`src/hw/dmc_pkg.sv`:
```
// Purpose: constants for the memory-controller configuration register group
// Assumes: 8-bit index/data port pair on the system i/o space
// Notes: offsets are register indexes written to the index port
package dmc_pkg;
    localparam logic [15:0] IDX_PORT = 16'h0022;
    localparam logic [15:0] DATA_PORT = 16'h0023;
    localparam logic [7:0] IDX_DRAM_CONFIG = 8'h6b;
    localparam logic [7:0] IDX_BANK23_ENABLE = 8'h6c;
    localparam logic [7:0] IDX_EXPANDED_MEM_BASE = 8'h6d;
    localparam logic [7:0] RST_DRAM_CONFIG = 8'h6b;
    localparam logic [7:0] RST_BANK23_ENABLE = 8'h00;
    localparam logic [7:0] RST_EXPANDED_MEM_BASE = 8'h00;
    localparam logic [7:0] RST_INDEX = 8'h00;
    // dram_config fields
    localparam int CFG_ROM_WS_LSB = 0;
    localparam int CFG_EMS_WS_LSB = 2;
    localparam int CFG_EMS_EN_BIT = 4;
    localparam int CFG_AUX_WS_BIT = 5;
    localparam int CFG_RELOC_BIT = 6;
    localparam int CFG_PAGE_BIT = 7;
    // bank23_enable fields
    localparam int BNK_PAIR_BIT = 5;
    localparam int BNK_TYPE_LSB = 6;
    localparam logic [7:0] BNK_WR_MASK = 8'he0;
    // expanded_mem_base fields
    localparam int EMB_IO_LSB = 0;
    localparam int EMB_WIN_LSB = 4;
    // page-register i/o pair: base + code * step
    localparam logic [15:0] EMS_IO_BASE = 16'h0208;
    localparam logic [15:0] EMS_IO_STEP = 16'h0010;
    localparam logic [15:0] EMS_IO_VALID = 16'h4c63;
    // window: 16 KB pages from c0000h, four consecutive pages
    localparam logic [5:0] EMS_WIN_PG_BASE = 6'h30;
    localparam logic [3:0] EMS_WIN_MAX_CODE = 4'h8;
    // relocation 080000h-09ffffh seen at 100000h-11ffffh
    localparam logic [6:0] RELOC_HI_BLOCK = 7'h08;
    localparam logic [23:0] RELOC_OFFSET = 24'h080000;
endpackage

```
`src/hw/dmc_config_regs.sv`:
```
// Purpose: dram / expanded-memory configuration register group and its decodes
// Assumes: io and memory cycles come from logic on core_clk, no synchronisers needed
// Notes: index selects one of three registers, data port reads or writes it
//
// Overview of operation
// - index 6bh at port 22h selects dram_config, accessed through port 23h.
// - dram_config bits 1..0 give rom wait states 0..3, reset three.
// - bits 3..2 give expanded-memory wait states, reset two, code 11 reserved.
// - bit 4 enables expanded memory, reset disabled.
// - bit 5 sets a further access wait state, reset one wait.
// - bit 6 relocates 80000h-9ffffh to 100000h-11ffffh when ram is 1 MB.
// - bit 7 enables page/interleaved dram mode, reset normal mode.
// - index 6ch selects bank23_enable through the data port.
// - bank23 bit 5 gives one bank (reset) or two banks.
// - bank23 bits 7..6 give dram type: none, reserved, 256 Kbit, 1 Mbit.
// - index 6dh selects expanded_mem_base through the data port.
// - base bits 3..0 choose the page-register i/o pair, 208h upward.
// - base bits 7..4 choose four 16 KB windows from c0000h, 4000h steps.
`timescale 1ns/100ps
module dmc_config_regs (
    input wire logic core_clk,
    input wire logic rst_n,
    input wire logic [15:0] io_addr,
    input wire logic io_wr,
    input wire logic io_rd,
    input wire logic [7:0] io_wdata,
    output logic [7:0] io_rdata,
    output logic io_rdata_hit,
    input wire logic total_ram_1mb,
    input wire logic [23:0] mem_addr,
    output logic [1:0] rom_wait,
    output logic [1:0] ems_wait,
    output logic ems_enable,
    output logic aux_wait,
    output logic reloc_enable,
    output logic page_mode,
    output logic bank_pair,
    output logic [1:0] dram_type,
    output logic [3:0] ems_io_code,
    output logic [3:0] ems_win_code,
    output logic ems_port_hit,
    output logic ems_port_odd,
    output logic ems_win_hit,
    output logic [1:0] ems_win_page,
    output logic reloc_hit,
    output logic [23:0] phys_addr
);
    logic [7:0] index_r;
    logic [7:0] dram_config_r;
    logic [7:0] bank23_r;
    logic [7:0] ems_base_r;
    logic idx_wr;
    logic data_wr;
    logic data_rd;
    logic [15:0] port_base;
    logic [5:0] win_pg;
    logic [5:0] win_off;
    logic io_code_ok;
    logic win_code_ok;
    logic win_in;
    logic reloc_in;

    assign idx_wr = io_wr && (io_addr == dmc_pkg::IDX_PORT);
    assign data_wr = io_wr && (io_addr == dmc_pkg::DATA_PORT);
    assign data_rd = io_rd && (io_addr == dmc_pkg::DATA_PORT);

    // index is held until rewritten, so repeated data accesses hit the same register
    always_ff @(posedge core_clk) begin
        if (!rst_n) begin
            index_r <= dmc_pkg::RST_INDEX;
        end else if (idx_wr) begin
            index_r <= io_wdata;
        end
    end

    always_ff @(posedge core_clk) begin
        if (!rst_n) begin
            dram_config_r <= dmc_pkg::RST_DRAM_CONFIG;
        end else if (data_wr && index_r == dmc_pkg::IDX_DRAM_CONFIG) begin
            dram_config_r <= io_wdata;
        end
    end

    always_ff @(posedge core_clk) begin
        if (!rst_n) begin
            bank23_r <= dmc_pkg::RST_BANK23_ENABLE;
        end else if (data_wr && index_r == dmc_pkg::IDX_BANK23_ENABLE) begin
            bank23_r <= io_wdata & dmc_pkg::BNK_WR_MASK;
        end
    end

    always_ff @(posedge core_clk) begin
        if (!rst_n) begin
            ems_base_r <= dmc_pkg::RST_EXPANDED_MEM_BASE;
        end else if (data_wr && index_r == dmc_pkg::IDX_EXPANDED_MEM_BASE) begin
            ems_base_r <= io_wdata;
        end
    end

    // read data; indexes owned by other register groups leave hit low
    always_ff @(posedge core_clk) begin
        if (!rst_n) begin
            io_rdata <= 8'h00;
            io_rdata_hit <= 1'b0;
        end else if (data_rd) begin
            io_rdata_hit <= 1'b1;
            case (index_r)
                dmc_pkg::IDX_DRAM_CONFIG: io_rdata <= dram_config_r;
                dmc_pkg::IDX_BANK23_ENABLE: io_rdata <= bank23_r;
                dmc_pkg::IDX_EXPANDED_MEM_BASE: io_rdata <= ems_base_r;
                default: begin
                    io_rdata <= 8'h00;
                    io_rdata_hit <= 1'b0;
                end
            endcase
        end else begin
            io_rdata <= 8'h00;
            io_rdata_hit <= 1'b0;
        end
    end

    // field outputs copied into their own flops to keep ports straight off flip-flops
    always_ff @(posedge core_clk) begin
        if (!rst_n) begin
            rom_wait <= dmc_pkg::RST_DRAM_CONFIG[dmc_pkg::CFG_ROM_WS_LSB +: 2];
            ems_wait <= dmc_pkg::RST_DRAM_CONFIG[dmc_pkg::CFG_EMS_WS_LSB +: 2];
            ems_enable <= dmc_pkg::RST_DRAM_CONFIG[dmc_pkg::CFG_EMS_EN_BIT];
            aux_wait <= dmc_pkg::RST_DRAM_CONFIG[dmc_pkg::CFG_AUX_WS_BIT];
            reloc_enable <= 1'b0;
            page_mode <= dmc_pkg::RST_DRAM_CONFIG[dmc_pkg::CFG_PAGE_BIT];
        end else begin
            rom_wait <= dram_config_r[dmc_pkg::CFG_ROM_WS_LSB +: 2];
            ems_wait <= dram_config_r[dmc_pkg::CFG_EMS_WS_LSB +: 2];
            ems_enable <= dram_config_r[dmc_pkg::CFG_EMS_EN_BIT];
            aux_wait <= dram_config_r[dmc_pkg::CFG_AUX_WS_BIT];
            reloc_enable <= dram_config_r[dmc_pkg::CFG_RELOC_BIT] && total_ram_1mb;
            page_mode <= dram_config_r[dmc_pkg::CFG_PAGE_BIT];
        end
    end

    // bank fields; reserved low bits never reach a port
    always_ff @(posedge core_clk) begin
        if (!rst_n) begin
            bank_pair <= dmc_pkg::RST_BANK23_ENABLE[dmc_pkg::BNK_PAIR_BIT];
            dram_type <= dmc_pkg::RST_BANK23_ENABLE[dmc_pkg::BNK_TYPE_LSB +: 2];
        end else begin
            bank_pair <= bank23_r[dmc_pkg::BNK_PAIR_BIT];
            dram_type <= bank23_r[dmc_pkg::BNK_TYPE_LSB +: 2];
        end
    end

    // base fields pass reserved codes through; the decodes below refuse them
    always_ff @(posedge core_clk) begin
        if (!rst_n) begin
            ems_io_code <= dmc_pkg::RST_EXPANDED_MEM_BASE[dmc_pkg::EMB_IO_LSB +: 4];
            ems_win_code <= dmc_pkg::RST_EXPANDED_MEM_BASE[dmc_pkg::EMB_WIN_LSB +: 4];
        end else begin
            ems_io_code <= ems_base_r[dmc_pkg::EMB_IO_LSB +: 4];
            ems_win_code <= ems_base_r[dmc_pkg::EMB_WIN_LSB +: 4];
        end
    end

    // page-register port pair: base + code * 10h, only listed codes decode
    assign port_base = dmc_pkg::EMS_IO_BASE
        + (dmc_pkg::EMS_IO_STEP * {12'h000, ems_base_r[dmc_pkg::EMB_IO_LSB +: 4]});
    assign io_code_ok = dmc_pkg::EMS_IO_VALID[ems_base_r[dmc_pkg::EMB_IO_LSB +: 4]];

    // window: code selects first 16 KB page, four consecutive pages follow
    assign win_pg = dmc_pkg::EMS_WIN_PG_BASE + {2'b00, ems_base_r[dmc_pkg::EMB_WIN_LSB +: 4]};
    assign win_code_ok = ems_base_r[dmc_pkg::EMB_WIN_LSB +: 4] <= dmc_pkg::EMS_WIN_MAX_CODE;
    assign win_off = mem_addr[19:14] - win_pg;
    assign win_in = (mem_addr[23:20] == 4'h0) && (mem_addr[19:14] >= win_pg) && (win_off < 6'h04);
    assign reloc_in = mem_addr[23:17] == dmc_pkg::RELOC_HI_BLOCK;

    // decodes are one cycle behind io_addr / mem_addr; a trade for flop-driven outputs
    always_ff @(posedge core_clk) begin
        if (!rst_n) begin
            ems_port_hit <= 1'b0;
            ems_port_odd <= 1'b0;
        end else begin
            ems_port_hit <= dram_config_r[dmc_pkg::CFG_EMS_EN_BIT] && io_code_ok
                && (io_addr[15:1] == port_base[15:1]);
            ems_port_odd <= io_addr[0];
        end
    end

    // page index is only meaningful while the window hit is high
    always_ff @(posedge core_clk) begin
        if (!rst_n) begin
            ems_win_hit <= 1'b0;
            ems_win_page <= 2'b00;
        end else begin
            ems_win_hit <= dram_config_r[dmc_pkg::CFG_EMS_EN_BIT] && win_code_ok && win_in;
            ems_win_page <= win_off[1:0];
        end
    end

    // relocated block: accesses at 100000h-11ffffh land on 080000h-09ffffh
    always_ff @(posedge core_clk) begin
        if (!rst_n) begin
            reloc_hit <= 1'b0;
        end else begin
            reloc_hit <= dram_config_r[dmc_pkg::CFG_RELOC_BIT] && total_ram_1mb && reloc_in;
        end
    end

    // unrelocated addresses pass straight through, one cycle late like the hit
    always_ff @(posedge core_clk) begin
        if (!rst_n) begin
            phys_addr <= 24'h000000;
        end else begin
            if (dram_config_r[dmc_pkg::CFG_RELOC_BIT] && total_ram_1mb && reloc_in) begin
                phys_addr <= mem_addr - dmc_pkg::RELOC_OFFSET;
            end else begin
                phys_addr <= mem_addr;
            end
        end
    end
endmodule // dmc_config_regs

```
`config.mk`:
```
export PLATFORM = sky130hd
export DESIGN_NAME = dmc_config_regs
export DESIGN_NICKNAME = d
export VERILOG_FILES = /design/src/hw/dmc_pkg.sv /design/src/hw/dmc_config_regs.sv
export SDC_FILE = /design/constraint.sdc
export NUM_CORES = 1
export LEC_CHECK = 0
export ABC_AREA = 1
export BUFFER_PORTS_ARGS = -buffer_cell sky130_fd_sc_hd__buf_2
export CAP_MARGIN = 0
export CORE_MARGIN = 2
export CORE_UTILIZATION = 37
export CTS_CLUSTER_DIAMETER = 40
export DETAILED_ROUTE_END_ITERATION = 16
export PLACE_DENSITY_LB_ADDON = 0.25
export SYNTH_ARGS = -nofsm -noshare
export SYNTH_HDL_FRONTEND = slang
export SYNTH_SLANG_ARGS = --single-unit
```
`constraint.sdc`:
```
create_clock -name core_clk -period 4 [get_ports core_clk]
set_clock_uncertainty 0.1 [all_clocks]
set_input_delay 0.8 -clock core_clk [delete_from_list [all_inputs] [get_ports core_clk]]
set_output_delay 0.8 -clock core_clk [all_outputs]
set_load 0.01 [all_outputs]
```
* Word level (Yosys, flattened, before mapping)
Memories as Yosys holds them, arrays and structs flattened. A register that Yosys moved wholly into a read port is not among the register bits. Index checks and enable logic that the tools add are counted.
Storage, ports and cells: register bits after elaboration 85, bits in latches 0, RAM bits 0, bits in read-only memories 16, bits of input ports 53, output and inout bits 58, logic and storage cells 61, memories kept 1
Operators by class: $add $sub $neg 4, multipliers 0, div/mod/pow operators 0, magnitude comparators 4, equal/unequal tests 7, shift operators 0, muxes and demuxes 6, bitwise gates (word level) 0, reduce and logical (&&, ||, !) cells 17
Memories:
- (name not given) | words 16, width 1, read ports 1, clocked after Yosys merged registers in 1, wr ports 0, line dmc_config_regs.sv:166 | assign io_code_ok = dmc_pkg::EMS_IO_VALID[ems_base_r[dmc_pkg::EMB_IO_LSB +: 4]];
Operators by type and width (number):
- $eq 16x6->1 const B | 2
- $eq 8x7->1 const B | 3
- $mux 24 | 1
- $pmux 8 s3 | 1
- $sub 24x20->24 const B | 1
- $eq 15x10->1 | 1
- $logic_and 1x1->1 | 14
- $add 10x8->11 const A | 1
- $mux 4 | 2
- $eq 7x4->1 const B | 1
- $add 5x5->6 const A | 1
- $ge 6x6->1 | 1
- $lt 6x3->1 const B | 1
- $sub 6x6->6 | 1
- $lt 4x5->1 const B | 1
- $le 4x4->1 const B | 1
- $logic_not 4->1 | 1
- $reduce_or 3->1 | 1
- $mux 1 | 2
- $reduce_and 2->1 | 1

* Longest topological paths before layout
word-level depth 5, gate-level depth with buffers 16, depth with buffers taken out 16

* Worst setup path before layout
Ideal clock, no wire load.
path type input to register, start in io_addr[11], end reg, netlist name io_code_ok, arrival time 2.138 ns, data required time 3.788 ns, slack 1.650 ns, cell stages on the path 16, buffers on the path 0, path through inv_1 -> nand2_1 -> nor2_1 -> nand2_1 -> nor2_4 -> nand3_2 -> inv_1 -> nor2_1 -> nor3_1 -> inv_1 -> ha_1 -> inv_1 -> nand4_1 -> nand2_1 -> nand2_1 -> nand2_1
RTL lines:
- from (decl) | line dmc_config_regs.sv:23 | input wire logic [15:0] io_addr,

==> results_dict.tcl <==
set metrics [dict create \
    syn_nets 467 \
    regToRegSetupSlack_ns 1.64 \
    worstPathMaxFanout 36 \
    final_antenna_net_count 0 \
    ir_drop_uv 151 \
    power.switching_mw 0.369 \
    p_int_mw 1.27 \
    antenna_found_initial 0 \
    hold_viol 0 \
    grt_use_met2_pct 23.6 \
    cts_max_level 3 \
    ys_seq_elements 86 \
    fp.dieH_um 97.7 \
    placementRows 34 \
    grt_pass1_wl_um 12100 \
    num_antenna_cells 0 \
    clk_path_buf_depth 2 \
    cts_sinks 86 \
    grt_max_degree 37 \
    cp.required_ns 4.19 \
    mostFrequentLayoutCell "buf_2" \
    die_w_um 97.7 \
    dp.final_hpwl_um 5510 \
    dr.pass1.iters 4 \
    root_buffer "clkbuf_8" \
    period_share_pct 63.9 \
    initial_core_util_pct 37.6 \
    maxSlewHeadroom_pct 57.3 \
    grt_overflow_total 0 \
    syn_avg_cell_area_um2 8.00 \
    n_fill_cell 884 \
    cts-resized-gates 0 \
    viasPerCell 4.46 \
    startpoint "rst_n" \
    drc 0 \
    final_max_slew_viol_count 0 \
    cts_tree "done" \
    grt_use_met3_pct 3.67 \
    seq_area_mm2 0.00172 \
    busiest_layer "met2" \
    syn-cell-area_mm2 0.00325 \
    whs_ns 0.327 \
    syn_inst 406 \
    maxCapViolCount 0 \
    yosysSeqAreaShare_pct 53.0 \
    layout_common_cells "110 x buf_2, 89 x inv_1, 86 x dfxtp_1" \
    multi_input_area_mm2 0.00112 \
    p_per_area_mw_per_mm2 400 \
    p_leak_nw 2.23 \
    async_reset_ff_share_pct 0 \
    io_pins 111 \
    pwr-share-comb_pct 6.2 \
    rsz0062_at_grt "no" \
    status "finished, final reports clean" \
    seq_power_share_pct 53.4 \
    max_freq_ghz 0.391 \
    synth_cell_types 37 \
    synth_edf_count 0 \
    post-route-min-period_ns 2.55 \
    path_clk_slew_ns 0.08 \
    setup_viol 0 \
    p_sw_share_pct 22.6 \
    final_nets 578 \
    cp-end-kind "flip-flop" \
    drt_iter0_drc 164 \
    r2r_start "index_r[7]" \
    drive_above_1_share_pct 27.0 \
    grtUsageTotal_pct 15.7 \
    synth_top_flop_cell "dfxtp_1" \
    critPathArrivalTime_ns 2.74 \
    hold_class "flip-flop to flip-flop" \
    routedWlPerCell_um 11.7 \
    critical_path_class "input port to flip-flop" \
    critical_path.startpoint_type "input port" \
    insertion_delay_ns 0.35 \
    setup_tns_ns 0 \
    synth-warning-count 0 \
    final_core_util_pct 47.4 \
    first_global_vias 2555 \
    fp.coreArea_mm2 0.00864 \
    worstMarginPinSlew_ns 0.641 \
    area_growth_pct 26.0 \
    vias 2807 \
    wl_um 7370 \
    cts_buffers 9 \
    hold_buffers 0 \
    gp_congestion 0.777 \
    hp-start "ems_base_r[5]" \
    postCtsSetupBuffers 0 \
    gr-usage-met1_pct 21.8 \
    io_buffers 110 \
    power.share.clock_pct 40.4 \
    die_area_mm2 0.00955 \
]
==> power groups by stage <==
stage,sequential [mW],combinational [mW],clock [mW]
2_1_floorplan,0.902,0.0386,0
3_3_place_gp,0.893,0.0999,0
3_5_place_dp,0.894,0.102,0
4_1_cts,0.874,0.102,0.677
6_report,0.873,0.101,0.661
5_1_grt,0.875,0.115,0.719
==> flip-flops by register name, indices dropped and copies added, names as in the netlist, 2 cells and up <==
name,flops
rom_wait,2
phys_addr,24
index_r,8
io_rdata,8
dram_type,2
bank23_r,3
ems_win_page,2
ems_win_code,4
ems_wait,2
dram_config_r,8
ems_base_r,8
ems_io_code,4
==> worst paths after layout <==
kind | to | cells after the start
setup / recovery | io_code_ok | 10
hold / removal | ems_win_code[1] | 2
setup reg to reg | io_code_ok | 14
hold reg to reg | ems_win_code[1] | 2
==> area by class of cell <==
type / count / share of cell area, %
well taps: 108 / 3.30
clock inverters: 5 / 2.05
clock buffers: 11 / 3.21
inverters: 92 / 8.44
repair buffers: 111 / 13.6
multi-input cells: 217 / 27.3
flip-flops and latches: 86 / 42.1
==> worst max-delay path: stages <==
cell and delay [ns]:
buf_2 0.50, clkinv_1 0.45, nor3_1 0.31, inv_1 0.07, ha_1 0.28, inv_1 0.05, nand4_1 0.08, nand2_1 0.10
nand2_1 0.05, nand2_1 0.05
==> cell families after synthesis <==
kind of cell               share of synthesized area [%]
AOI/OAI and AO/OA                                   9.97
buffers and inverters                               12.6
DFF                                                 53.0
and+or+nand+nor                                     21.1
adders and majority gates                           3.31
==> Yosys cell counts (all sizes together) (3+ instances only) <==
cell,count,area (µm²)
ha,7,87.6
nor3,3,15.0
nand3,11,72.6
dfxtp,86,1720
or2,4,25.0
nor4,3,18.8
nand4,8,56.3
a21oi,28,140
nor2,36,158
nand2,81,317
o211ai,3,22.5
o22ai,4,25.0
inv,91,342
buf,4,37.5
o21ai,21,105
clkbuf,7,27.5
==> metal layers <==
layer / vias to the layer above / wire, µm / part of all wire (%)
li1: 1467 / - / -
met5: - / 0 / 0
met2: 81 / 3220 / 44
met4: 0 / 90 / 1.2
met1: 1251 / 3630 / 49
met3: 8 / 433 / 5.9
==> through the flow <==
| stage | total power [mW] | area, µm² | std cells | worst slack [ns] |
|---|---|---|---|---|
| floorplan | 0.941 | 3250 | 406 | 1.65 |
| global placement | 0.993 | 3880 | 614 | 1.15 |
| detailed placement | 0.996 | 3880 | 614 | 1.08 |
| CTS | 1.65 | 4090 | 630 | 1.46 |
| global route | 1.71 | 4090 | 630 | 1.12 |
| finish | 1.64 | 4090 | 630 | 1.45 |
Note: power is estimated with default switching activity, not from simulation.
